### src/hw/pdmc_pkg.sv
// Package with register map, field positions and types of the power-down control
// Contract
// RULE1 - Register A: timer bit5, adc bit1, reset 1
// RULE2 - Register B: serial0 bit7, serial1 bit6, reset 1
// RULE3 - Register C: can bit3 reset 1
// RULE4 - Register D: pwm bit7, lcd bit6; low undefined
// RULE5 - Software writes 0 to register A top bits
// RULE6 - Software writes 1 to other unassigned bits
// RULE7 - Nonzero divider enters medium speed after cycle
// RULE8 - Medium speed divides bus-master clock 2..32
// RULE9 - Accesses count divided states; io doubles memory
// RULE10 - Zero divider returns high speed after cycle
// RULE11 - Sleep with standby bit 0 enters sleep
// RULE12 - Sleep with standby bit 1 enters software standby
// RULE13 - Reset pin or watchdog cancels medium speed
// RULE14 - Hardware standby pin low enters hardware standby
// RULE15 - Sleep halts cpu, peripherals keep running
// RULE16 - Enabled unmasked interrupt wakes; masked ones don't
// RULE17 - Reset pin during sleep gives reset state
// RULE18 - Gate bit 1 stops module, 0 releases
// RULE19 - Gate change takes effect at bus cycle end
// RULE20 - Stopped module register access is blocked
// RULE21 - Register D low bits ignore writes, read zero
package pdmc_pkg;
  localparam logic [2:0] PDMC_OFS_PERIPHERAL_GATE_BIT_A = 3'h0;
  localparam logic [2:0] PDMC_OFS_PERIPHERAL_GATE_BIT_B = 3'h1;
  localparam logic [2:0] PDMC_OFS_PERIPHERAL_GATE_BIT_C = 3'h2;
  localparam logic [2:0] PDMC_OFS_PERIPHERAL_GATE_BIT_D = 3'h3;
  localparam logic [2:0] PDMC_OFS_CLK_CTRL = 3'h4;
  localparam logic [2:0] PDMC_OFS_HW_STANDBY_PIN_N_CTRL = 3'h5;
  localparam logic [2:0] PDMC_OFS_STATUS = 3'h6;
  localparam logic [7:0] PDMC_RST_PERIPHERAL_GATE_BIT_A = 8'h3F;
  localparam logic [7:0] PDMC_RST_PERIPHERAL_GATE_BIT_B = 8'hFF;
  localparam logic [7:0] PDMC_RST_PERIPHERAL_GATE_BIT_C = 8'hFF;
  localparam logic [7:0] PDMC_RST_PERIPHERAL_GATE_BIT_D = 8'hC0;
  localparam logic [7:0] PDMC_MASK_PERIPHERAL_GATE_BIT_D = 8'hC0;
  localparam int PDMC_BIT_TIMER = 5;
  localparam int PDMC_BIT_ADC = 1;
  localparam int PDMC_BIT_SER0 = 7;
  localparam int PDMC_BIT_SER1 = 6;
  localparam int PDMC_BIT_CAN = 3;
  localparam int PDMC_BIT_PWM = 7;
  localparam int PDMC_BIT_LCD = 6;
  localparam int PDMC_BIT_STANDBY_SELECT_BIT = 7;
  localparam logic [2:0] PDMC_DIV_NONE = 3'h0;
  localparam logic [2:0] PDMC_DIV_MAX = 3'h5;
  localparam logic [4:0] PDMC_MEM_STATES = 5'h1;
  localparam logic [4:0] PDMC_IO_STATES = 5'h2;
  localparam int PDMC_NUM_MOD = 7;

  // Operating modes
  typedef enum logic [2:0] {
    PDMC_M_HIGH, PDMC_M_MEDIUM, PDMC_M_SLEEP, PDMC_M_SW_HW_STANDBY_PIN_N, PDMC_M_HW_HW_STANDBY_PIN_N
  } pdmc_mode_e;

  // Register bus request
  typedef struct packed {
    logic [2:0] addr;
    logic [7:0] wdata;
    logic wr;
    logic rd;
  } pdmc_bus_s;

  // CPU events
  typedef struct packed {
    logic sleep_exec;
    logic irq_wake;
    logic ext_irq_wake;
    logic bus_cycle_end;
  } pdmc_cpu_s;
endpackage : pdmc_pkg

### src/hw/pdmc_top.sv
// Power-down mode control: module gates, clock divider, sleep and standby
//
// Implementation choices: the register addresses and the plain strobed port.
`timescale 1ns/10ps
module pdmc_top import pdmc_pkg::*; (
  input wire logic core_clk_i, // System clock, 40 MHz
  input wire logic rstn_i, // Synchronous reset, active low
  input wire logic reset_pin_n_i, // External reset pin, active low
  input wire logic wdt_ovf_i, // Watchdog overflow reset request
  input wire logic hw_standby_pin_n_i, // Hardware standby pin, active low
  input wire pdmc_bus_s bus_i, // Register port request
  output logic [7:0] rdata_o, // Read data, cycle after the read
  input wire pdmc_cpu_s cpu_i, // CPU events
  input wire logic [PDMC_NUM_MOD-1:0] periph_acc_i, // Peripheral accesses
  input wire logic io_access_i, // Current access targets internal I/O
  output logic [PDMC_NUM_MOD-1:0] periph_stop_o, // Module stop per peripheral
  output logic [PDMC_NUM_MOD-1:0] periph_acc_en_o, // Access allowed
  output logic cpu_clk_en_o, // Bus-master clock enable pulse
  output logic cpu_halt_o, // CPU halted, registers held
  output logic [4:0] bus_states_o, // Access length in bus-master states
  output logic irq_exc_o, // Start interrupt exception processing
  output logic reset_state_o, // Device held in reset state
  output pdmc_mode_e mode_o // Current operating mode
);

  // Whole module state
  typedef struct packed {
    logic [7:0] peripheral_gate_bit_a;
    logic [7:0] peripheral_gate_bit_b;
    logic [7:0] peripheral_gate_bit_c;
    logic [7:0] peripheral_gate_bit_d;
    logic [2:0] clk_div;
    logic [7:0] hw_standby_pin_n_ctrl;
    logic [PDMC_NUM_MOD-1:0] stop;
    logic [4:0] div_cnt;
    pdmc_mode_e mode;
    logic irq_exc;
    logic rst_state;
    logic [7:0] rdata;
  } pdmc_state_s;

  pdmc_state_s st; // Registered state
  pdmc_state_s next_st; // Next state
  logic [PDMC_NUM_MOD-1:0] gate_vec; // Gate bits in peripheral order
  logic [4:0] div_len; // Divider ratio minus one
  logic div_tick; // Divided clock enable
  logic rst_req; // Any reset source

  // Collect gate bits
  always_comb begin
    gate_vec = {st.peripheral_gate_bit_a[PDMC_BIT_TIMER], st.peripheral_gate_bit_a[PDMC_BIT_ADC],
                st.peripheral_gate_bit_b[PDMC_BIT_SER0], st.peripheral_gate_bit_b[PDMC_BIT_SER1],
                st.peripheral_gate_bit_c[PDMC_BIT_CAN], st.peripheral_gate_bit_d[PDMC_BIT_PWM],
                st.peripheral_gate_bit_d[PDMC_BIT_LCD]}; // RULE18
  end

  // Divider ratio: 2,4,8,16,32 for codes 1..5
  always_comb begin
    if (st.clk_div == PDMC_DIV_NONE || st.mode == PDMC_M_HIGH) begin
      div_len = 5'h0;
    end else if (st.clk_div > PDMC_DIV_MAX) begin
      div_len = 5'h1F;
    end else begin
      div_len = 5'((6'h1 << st.clk_div) - 6'h1); // RULE8
    end
  end

  assign div_tick = (st.div_cnt == div_len);
  assign rst_req = !reset_pin_n_i || wdt_ovf_i;

  // Next-state logic
  always_comb begin
    next_st = st;
    next_st.irq_exc = 1'b0;
    next_st.rdata = 8'h00;
    next_st.rst_state = rst_req; // RULE17
    next_st.div_cnt = div_tick ? 5'h0 : 5'(st.div_cnt + 5'h1);
    // Register writes
    if (bus_i.wr) begin
      unique case (bus_i.addr)
        PDMC_OFS_PERIPHERAL_GATE_BIT_A: begin
          next_st.peripheral_gate_bit_a = bus_i.wdata; // RULE1
        end
        PDMC_OFS_PERIPHERAL_GATE_BIT_B: begin
          next_st.peripheral_gate_bit_b = bus_i.wdata; // RULE2
        end
        PDMC_OFS_PERIPHERAL_GATE_BIT_C: begin
          next_st.peripheral_gate_bit_c = bus_i.wdata; // RULE3
        end
        PDMC_OFS_PERIPHERAL_GATE_BIT_D: begin
          next_st.peripheral_gate_bit_d = bus_i.wdata & PDMC_MASK_PERIPHERAL_GATE_BIT_D; // RULE4 RULE21
        end
        PDMC_OFS_CLK_CTRL: begin
          next_st.clk_div = bus_i.wdata[2:0];
        end
        PDMC_OFS_HW_STANDBY_PIN_N_CTRL: begin
          next_st.hw_standby_pin_n_ctrl = bus_i.wdata;
        end
        default: begin
          // Unmapped or read-only: ignored
        end
      endcase
    end
    // Register reads
    if (bus_i.rd) begin
      unique case (bus_i.addr)
        PDMC_OFS_PERIPHERAL_GATE_BIT_A: next_st.rdata = st.peripheral_gate_bit_a;
        PDMC_OFS_PERIPHERAL_GATE_BIT_B: next_st.rdata = st.peripheral_gate_bit_b;
        PDMC_OFS_PERIPHERAL_GATE_BIT_C: next_st.rdata = st.peripheral_gate_bit_c;
        PDMC_OFS_PERIPHERAL_GATE_BIT_D: next_st.rdata = st.peripheral_gate_bit_d; // RULE21
        PDMC_OFS_CLK_CTRL: next_st.rdata = {5'h00, st.clk_div};
        PDMC_OFS_HW_STANDBY_PIN_N_CTRL: next_st.rdata = st.hw_standby_pin_n_ctrl;
        PDMC_OFS_STATUS: next_st.rdata = {5'h00, st.mode};
        default: next_st.rdata = 8'h00;
      endcase
    end
    // Gates follow bits at the end of the bus cycle
    if (cpu_i.bus_cycle_end) begin
      next_st.stop = gate_vec; // RULE19
    end
    // Mode sequencing
    unique case (st.mode)
      PDMC_M_HIGH: begin
        if (cpu_i.sleep_exec) begin
          next_st.mode = st.hw_standby_pin_n_ctrl[PDMC_BIT_STANDBY_SELECT_BIT] ? PDMC_M_SW_HW_STANDBY_PIN_N
                                                     : PDMC_M_SLEEP;
        end else if (cpu_i.bus_cycle_end && st.clk_div != PDMC_DIV_NONE) begin
          next_st.mode = PDMC_M_MEDIUM; // RULE7
        end
      end
      PDMC_M_MEDIUM: begin
        if (cpu_i.sleep_exec) begin
          next_st.mode = st.hw_standby_pin_n_ctrl[PDMC_BIT_STANDBY_SELECT_BIT] ? PDMC_M_SW_HW_STANDBY_PIN_N // RULE12
                                                     : PDMC_M_SLEEP; // RULE11
        end else if (cpu_i.bus_cycle_end && st.clk_div == PDMC_DIV_NONE) begin
          next_st.mode = PDMC_M_HIGH; // RULE10
        end
      end
      PDMC_M_SLEEP: begin
        if (cpu_i.irq_wake) begin
          next_st.irq_exc = 1'b1; // RULE16
          next_st.mode = (st.clk_div != PDMC_DIV_NONE) ? PDMC_M_MEDIUM
                                                       : PDMC_M_HIGH; // RULE11
        end
      end
      PDMC_M_SW_HW_STANDBY_PIN_N: begin
        if (cpu_i.ext_irq_wake) begin
          next_st.irq_exc = 1'b1;
          next_st.mode = (st.clk_div != PDMC_DIV_NONE) ? PDMC_M_MEDIUM
                                                       : PDMC_M_HIGH; // RULE12
        end
      end
      PDMC_M_HW_HW_STANDBY_PIN_N: begin
        // Left to high speed as soon as the standby pin is high again
        if (hw_standby_pin_n_i) begin
          next_st.mode = PDMC_M_HIGH;
        end
      end
      default: begin
        next_st.mode = PDMC_M_HIGH;
      end
    endcase
    // Reset sources cancel all registers and every mode but a hardware standby held by the pin
    if (rst_req) begin
      next_st = '0;
      next_st.rst_state = 1'b1; // RULE13 RULE17
      next_st.mode = PDMC_M_HIGH;
      next_st.peripheral_gate_bit_a = PDMC_RST_PERIPHERAL_GATE_BIT_A;
      next_st.peripheral_gate_bit_b = PDMC_RST_PERIPHERAL_GATE_BIT_B;
      next_st.peripheral_gate_bit_c = PDMC_RST_PERIPHERAL_GATE_BIT_C;
      next_st.peripheral_gate_bit_d = PDMC_RST_PERIPHERAL_GATE_BIT_D;
      next_st.stop = '1;
    end
    // Hardware standby overrides the mode and the reset state
    if (!hw_standby_pin_n_i) begin
      next_st.mode = PDMC_M_HW_HW_STANDBY_PIN_N; // RULE14
      next_st.rst_state = 1'b1;
    end
  end

  // State register
  always_ff @(posedge core_clk_i) begin
    if (!rstn_i) begin
      st.peripheral_gate_bit_a <= PDMC_RST_PERIPHERAL_GATE_BIT_A; // RULE1
      st.peripheral_gate_bit_b <= PDMC_RST_PERIPHERAL_GATE_BIT_B; // RULE2
      st.peripheral_gate_bit_c <= PDMC_RST_PERIPHERAL_GATE_BIT_C; // RULE3
      st.peripheral_gate_bit_d <= PDMC_RST_PERIPHERAL_GATE_BIT_D; // RULE4
      st.clk_div <= PDMC_DIV_NONE;
      st.hw_standby_pin_n_ctrl <= 8'h00;
      st.stop <= '1;
      st.div_cnt <= 5'h00;
      st.mode <= PDMC_M_HIGH;
      st.irq_exc <= 1'b0;
      st.rst_state <= 1'b1;
      st.rdata <= 8'h00;
    end else begin
      st <= next_st;
    end
  end

  // Outputs
  assign rdata_o = st.rdata;
  assign periph_stop_o = st.stop; // RULE18
  assign periph_acc_en_o = periph_acc_i & ~st.stop; // RULE20
  assign cpu_halt_o = (st.mode != PDMC_M_HIGH)
                      && (st.mode != PDMC_M_MEDIUM); // RULE15
  assign cpu_clk_en_o = div_tick && !cpu_halt_o && !st.rst_state; // RULE8
  assign bus_states_o = io_access_i ? PDMC_IO_STATES
                                    : PDMC_MEM_STATES; // RULE9
  assign irq_exc_o = st.irq_exc;
  assign reset_state_o = st.rst_state;
  assign mode_o = st.mode;

  // Assertions
  chk_gate_follow: assert property (@(posedge core_clk_i) disable iff (!rstn_i)
    (cpu_i.bus_cycle_end && !rst_req) |=> (st.stop == $past(gate_vec)))
    else $error("gate not applied at cycle end"); // RULE19
  chk_access_block: assert property (@(posedge core_clk_i) disable iff (!rstn_i)
    (periph_acc_en_o & st.stop) == '0)
    else $error("access passed to stopped module"); // RULE20
  chk_sleep_entry: assert property (@(posedge core_clk_i) disable iff (!rstn_i)
    (st.mode == PDMC_M_MEDIUM && cpu_i.sleep_exec && rst_req == 1'b0
     && hw_standby_pin_n_i && !st.hw_standby_pin_n_ctrl[PDMC_BIT_STANDBY_SELECT_BIT])
    |=> mode_o == PDMC_M_SLEEP)
    else $error("sleep not entered"); // RULE11
  chk_sw_hw_standby_pin_n: assert property (@(posedge core_clk_i) disable iff (!rstn_i)
    (st.mode == PDMC_M_MEDIUM && cpu_i.sleep_exec && !rst_req
     && hw_standby_pin_n_i && st.hw_standby_pin_n_ctrl[PDMC_BIT_STANDBY_SELECT_BIT])
    |=> mode_o == PDMC_M_SW_HW_STANDBY_PIN_N)
    else $error("software standby not entered"); // RULE12
  chk_reset_cancel: assert property (@(posedge core_clk_i) disable iff (!rstn_i)
    (rst_req && hw_standby_pin_n_i) |=> (mode_o == PDMC_M_HIGH && reset_state_o))
    else $error("reset did not cancel mode"); // RULE13
  chk_hw_standby: assert property (@(posedge core_clk_i) disable iff (!rstn_i)
    !hw_standby_pin_n_i |=> mode_o == PDMC_M_HW_HW_STANDBY_PIN_N)
    else $error("hardware standby not entered"); // RULE14
  chk_sleep_halt: assert property (@(posedge core_clk_i) disable iff (!rstn_i)
    (mode_o == PDMC_M_SLEEP) |-> (cpu_halt_o && !cpu_clk_en_o))
    else $error("cpu runs in sleep"); // RULE15
  chk_wake_irq: assert property (@(posedge core_clk_i) disable iff (!rstn_i)
    (st.mode == PDMC_M_SLEEP && cpu_i.irq_wake && !rst_req
     && hw_standby_pin_n_i) |=> (irq_exc_o && !cpu_halt_o))
    else $error("interrupt did not wake"); // RULE16
  chk_medium_exit: assert property (@(posedge core_clk_i) disable iff (!rstn_i)
    (st.mode == PDMC_M_MEDIUM && cpu_i.bus_cycle_end && !cpu_i.sleep_exec
     && st.clk_div == PDMC_DIV_NONE && !rst_req && hw_standby_pin_n_i)
    |=> mode_o == PDMC_M_HIGH)
    else $error("medium speed not left"); // RULE10
  chk_d_low: assert property (@(posedge core_clk_i) disable iff (!rstn_i)
    (st.peripheral_gate_bit_d & ~PDMC_MASK_PERIPHERAL_GATE_BIT_D) == 8'h00)
    else $error("unused gate bits set"); // RULE21
  chk_io_double: assert property (@(posedge core_clk_i) disable iff (!rstn_i)
    io_access_i |-> bus_states_o == 5'(2 * PDMC_MEM_STATES))
    else $error("io access not doubled"); // RULE9
endmodule : pdmc_top

### config.mk
export PLATFORM = sky130hd
export DESIGN_NAME = pdmc_top
export DESIGN_NICKNAME = d
export VERILOG_FILES = /design/src/hw/pdmc_pkg.sv /design/src/hw/pdmc_top.sv
export SDC_FILE = /design/constraint.sdc
export NUM_CORES = 1
export LEC_CHECK = 0
export BUFFER_PORTS_ARGS = -buffer_cell sky130_fd_sc_hd__buf_2
export CORE_MARGIN = 3
export CORE_UTILIZATION = 40
export CTS_CLUSTER_DIAMETER = 50
export DETAILED_ROUTE_END_ITERATION = 8
export GPL_ROUTABILITY_DRIVEN = 0
export HOLD_SLACK_MARGIN = 0.1
export PLACE_DENSITY_LB_ADDON = 0.25
export SLEW_MARGIN = 40
export SYNTH_ARGS = -nofsm -noshare
export SYNTH_HDL_FRONTEND = slang
export SYNTH_SLANG_ARGS = --single-unit
### constraint.sdc
create_clock -name core_clk_i -period 3.6 [get_ports core_clk_i]
set_input_delay 1.08 -clock core_clk_i [delete_from_list [all_inputs] [get_ports core_clk_i]]
set_output_delay 1.08 -clock core_clk_i [all_outputs]
set_load 0.01 [all_outputs]
Word level (Yosys, flattened, before mapping)
Cells that the tools add are included.
{"block": "word_totals", "out_inout_bits": 34, "inputBits": 30, "wordCells": 89, "register_bits": 62, "ram_bits": 0, "romBits": 0, "n_memories": 0, "latchBits": 0}
{"block": "op_classes", "n_eq_ne": 21, "shift": 1, "bitwise": 5, "add_sub_neg": 2, "div": 0, "muxes": 18, "n_mul": 0, "reduce_logical": 28, "n_lt_le_gt_ge": 1}
{"cell": "$pmux 8 s7", "count": 1}
{"cell": "$mux 3", "count": 6}
{"cell": "$pmux 3 s5", "count": 1}
{"cell": "$reduce_and 2->1", "count": 7}
{"cell": "$mux 13", "count": 1}
{"cell": "$eq 3x2->1 const B", "count": 4}
{"cell": "$eq 3x3->1 const B", "count": 4}
{"cell": "$mux 5", "count": 2}
{"cell": "$logic_not 3->1", "count": 3}
{"cell": "$reduce_or 3->1", "count": 3}
{"cell": "$mux 4", "count": 2}
{"cell": "$mux 8", "count": 1}
{"cell": "$ne 4x4->1 const B", "count": 2}
{"cell": "$and 7x7->7", "count": 1}
{"cell": "$not 7->7", "count": 1}
{"cell": "$eq 3x1->1 const B", "count": 2}
{"cell": "$ne 2x2->1 const B", "count": 3}
{"cell": "$reduce_bool 3->1", "count": 2}
{"cell": "$add 5x1->5 const B", "count": 1}
{"cell": "$eq 5x5->1", "count": 1}
{"cell": "$logic_and 1x1->1", "count": 5}
{"cell": "$ne 5x4->1 const B", "count": 1}
{"cell": "$ne 5x5->1 const B", "count": 1}
{"cell": "$reduce_and 5->1", "count": 1}
{"cell": "14 further kinds", "count": 20}

Depth between registers and ports, before layout
{"block": "logic_depth", "word_depth": 7, "depth_mapped": 8, "depth_no_buf": 8}

Worst setup path after synthesis
OpenSTA, ideal clock, no wires.
{"block": "synth_path", "path_kind": "register -> output", "start": "register st[33] (netlist name)", "end": "output cpu_clk_en_o", "arrival_time_ns": 2.057, "path_stages_with_launch": 9, "t_required_ns": 2.520, "slack_ns": 0.463, "path_cell_list": "dfxtp_1 -> nor2b_1 -> nand2_1 -> ha_1 -> a21boi_1 -> xor2_1 -> nand3_1 -> a2111oi_4 -> and4b_1"}
{"block": "synth_between", "elab_chain_len": 7, "word_cells_on_any_way": 10, "cone_classes": "add/sub: 1; order compare: 1; eq/ne: 1; shift: 1; mux: 2; reduce/logical: 4"}
{"element": "start, declared", "line_no": "pdmc_top.sv:42", "source": "pdmc_state_s st;"}
{"element": "start signal, assigned", "line_no": "pdmc_top.sv:197", "source": "st <= next_st;"}
{"element": "$shl 1x3->5", "line_no": "pdmc_top.sv:64", "source": "div_len = 5'((6'h1 << st.clk_div) - 6'h1);"}
{"element": "$sub 5x1->5", "line_no": "pdmc_top.sv:64"}
{"element": "$mux 5", "line_no": "pdmc_top.sv:61", "source": "end else if (st.clk_div > PDMC_DIV_MAX) begin"}
{"element": "$mux 5 *", "line_no": "pdmc_top.sv:59", "source": "if (st.clk_div == PDMC_DIV_NONE || st.mode == PDMC_M_HIGH) begin"}
{"element": "$eq 5x5->1 *", "line_no": "pdmc_top.sv:68", "source": "assign div_tick = (st.div_cnt == div_len);"}
{"element": "$logic_and 1x1->1 * (2 in a row)", "line_no": "pdmc_top.sv:207", "source": "assign cpu_clk_en_o = div_tick && !cpu_halt_o && !st.rst_state;"}
{"element": "end, declared", "line_no": "pdmc_top.sv:18", "source": "output logic cpu_clk_en_o,"}
Every way passes the cells marked *; elsewhere a longest branch is shown, timed or not.

Final worst setup path
{"block": "layout_path", "start": "register st[34] (netlist name)", "end": "output cpu_clk_en_o"}
Same word-level chain as after synthesis.

==> flow_summary.yaml <==
worst_setup_path:
  critPathBufInv: 2
  crit_chain: "nor3_4, inv_1, ha_4, a21boi_2, xor2_1, nand3_1, a2111oi_4, and4b_1, buf_2"
  category_of_the_most_critical_setup_path: "register to primary output"
  worst_r2r_path_depth: 9
  critical-path-max-stage-delay_ps: 380
  cp-end-kind: "primary output"
  critPathTopFamily: "simple AND/OR/NAND/NOR gates"
  worstPathMaxFanout: 7
  critPathRequiredTime_ps: 2520
  worst-path-stages: 9
  crit_arrival_ps: 2360
  crit_path_start_kind: "register"
  cp_slowest_cell: "sky130_fd_sc_hd__dfxtp_4"
drt:
  totalWireLength_um: 7350
  first_iter_violations: 167
  via_count: 2570
  via_per_inst: 5.11
  topRoutingLayerUsed: "met4"
  detailroute.wirelength.met2_um: 3100
  route.detailed.wl_per_inst_um: 14.6
  number_of_detailed_routing_iterations_run_before_antenna_repair: 4
  met3WireLength_um: 509
  postRouteAntennaNets: 0
  post-route-drc-count: 0
  wirelength_met1_um: 3650
final_layout:
  finish.net_count: 435
  drive_above_1_share_pct: 23.1
  area_delta_synth_final_pct: 16.4
  finished_core_util_pct: 49.6
  antenna-diode-count: 0
  non_filler_cell_area_final_um2: 3480
  fin_cells: 503
worst_hold_path:
  min_delay_path_depth: 2
  worst_min_delay_path_class: "register to register"
status:
  outcome: "completed"
clock_tree:
  cts_inserted_buffers: 9
  cts_max_path_buffers: 2
  htreeDepth: 3
  clk-insertion-delay-late_ps: 340
  cts-hold-fix-buffers: 0
  clock-root-buffer: "sky130_fd_sc_hd__clkbuf_8"
  clkSinkCount: 62
  clk_transition_reported_paths_ps: 70
  cts_tree: "built"
sta:
  worst_hold_slack_after_final_layout_ps: 456
  finalHoldViolations: 0
  finClkSkew_ps: 6.80
  layout_min_cycle_time_ps: 3440
  share_of_the_cycle_needed_by_the_critical_path_after_routing_pct: 95.5
  max_slew_margin_pct: 46.4
  rsz0062_at_grt: "no"
  worst-slew-pin-transition_ps: 801
  setup-violations-final: 0
  setup_total_negative_slack_ps: 0
  timing_max_transition_violations_final: 0
  fmaxAchievable_mhz: 291
floorplanning:
  die_w_um: 92.4
  pin_count: 64
  floorplan.rows: 30
  fp.coreArea_um2: 7020
  initial_core_util_pct: 42.6
  die_y_extent_um: 92.4
  floorplan.die_area_um2: 8540
global_routing:
  grt_antenna_before_repair: 0
  global_route_wire_length_before_repair_um: 11800
  grt-ovfl-total: 0
  grt_pass1_vias: 2434
  global_route.usage.total_pct: 17.8
  grt_start_max_net_pins: 37
yosys:
  synth_area_per_cell_um2: 8.28
  mappedNetlistArea_um2: 2990
  ys.flop_type: "sky130_fd_sc_hd__dfxtp_1"
  synth_seq_area_share_pct: 41.5
  yosys.cell_types.count: 44
  synth_register_bits: 62
  post_synth_edffs: 0
  async_flop_share_pct: 0
  ys_warn_count: 0
  syn-instance-count: 361
placed_design:
  placedInstanceArea_um2: 3230
  placed_cells_incl_taps: 487
  place_hpwl_um: 4990
  portBuffers: 60
power:
  leakagePower_nw: 1.49
  ir_worst_vdd_mv: 0.182
  power_per_cell_area_nw_per_um2: 417
run:
  drv_cap: 0
logic make-up (layout without fill, tap and decap cells):
family	after synthesis	count (layout)	synth area share (%)
buffers and inverters	42	86	8.29
and+or+nand+nor	174	174	26.8
muxes	25	25	9.04
DFF	62	62	41.5
other	1	3	0.126
AOI/OAI and AO/OA	49	49	11.6
xor gates and xnor gates	6	6	1.76
adders and majority gates	2	2	0.837
worst paths after layout:
path	startpoint	endpoint	slack (ps)
worst min-delay path	st[28]	st[28]	460
worst min register to register	st[28]	st[28]	460
worst max register to register	st[34]	st[16]	1510
worst max-delay path	st[34]	cpu_clk_en_o	160
state kept, by name, summed over array words and instances (netlist names):
signal and cells:
gate_vec 7, reset_state_o 1, periph_stop_o 7, mode_o 3
rdata_o 8, st 35, irq_exc_o 1
repair_timing:
item                       in CTS  in global routing
buffers inserted                1                  0
gates resized for setup         1                  9
setup endpoints to repair       1                  1
pin swaps                       1                  1
where the power goes:
part | switching [mW] | internal, mW
clock | 0.269 | 0.371
combinational | 0.0710 | 0.0460
sequential | 0.00448 | 0.689
synthesized netlist by cell type, drive strengths merged (2+ instances only):
cell,n,area share [%]
ha,2,0.84
a31oi,4,0.84
xor2,4,1.2
or3,2,0.59
nor3,5,1.6
nand2,81,10
clkbuf,13,1.6
mux2i,18,6.0
inv,4,0.50
o21a,2,0.50
or2,2,0.42
xnor2,2,0.59
a21oi,17,2.8
o21ai,2,0.34
nor2b,14,2.9
o22a,2,0.59
a211oi,7,1.8
nand2b,5,1.0
nor2,28,3.5
buf,25,6.2
dfxtp,62,42
mux2,6,2.3
a22oi,6,1.5
nand3,32,5.4
placed cells by master, fill, tap and decap left out, types with 4 or more instances in the layout:
cell	instances
sky130_fd_sc_hd__nand2_1	81
sky130_fd_sc_hd__buf_2	60
sky130_fd_sc_hd__dfxtp_1	59
sky130_fd_sc_hd__nand3_1	32
sky130_fd_sc_hd__nor2_1	27
sky130_fd_sc_hd__mux2i_1	18
sky130_fd_sc_hd__a21oi_1	17
sky130_fd_sc_hd__nor2b_1	13
sky130_fd_sc_hd__clkbuf_8	12
sky130_fd_sc_hd__a211oi_1	7
sky130_fd_sc_hd__buf_4	7
sky130_fd_sc_hd__a22oi_1	6
sky130_fd_sc_hd__mux2_1	6
sky130_fd_sc_hd__nand2b_1	5
sky130_fd_sc_hd__inv_1	4
sky130_fd_sc_hd__xor2_1	4
sky130_fd_sc_hd__a31oi_1	4
layout make-up:
class,instances,area [µm²]
clock buffers,12,165
clock inverters,3,42.5
fillers,706,3540
inverters,4,15.0
multi-input cells,259,1530
flip-flops and latches,62,1250
well taps,96,120
repair buffers,67,353
through the flow:
stage	power, mW	setup WS [ps]
6_report	1.45	163
5_1_grt	1.51	17.4
4_1_cts	1.47	45.7
3_5_place_dp	0.827	360
3_3_place_gp	0.826	439
2_1_floorplan	0.785	463
worst min-delay path, stage by stage, from the launching register on:
cell and delay (ps):
sky130_fd_sc_hd__dfxtp_1 310, sky130_fd_sc_hd__nand2_1 50, sky130_fd_sc_hd__a21oi_1 50
layer usage:
metal	up-vias	global-route usage [%]
li1	1292	-
met1	1174	25.2
met2	95	26.2
met3	9	4.14
met4	0	6.56
met5	-	0
Note: power is estimated with default switching activity, not from simulation.
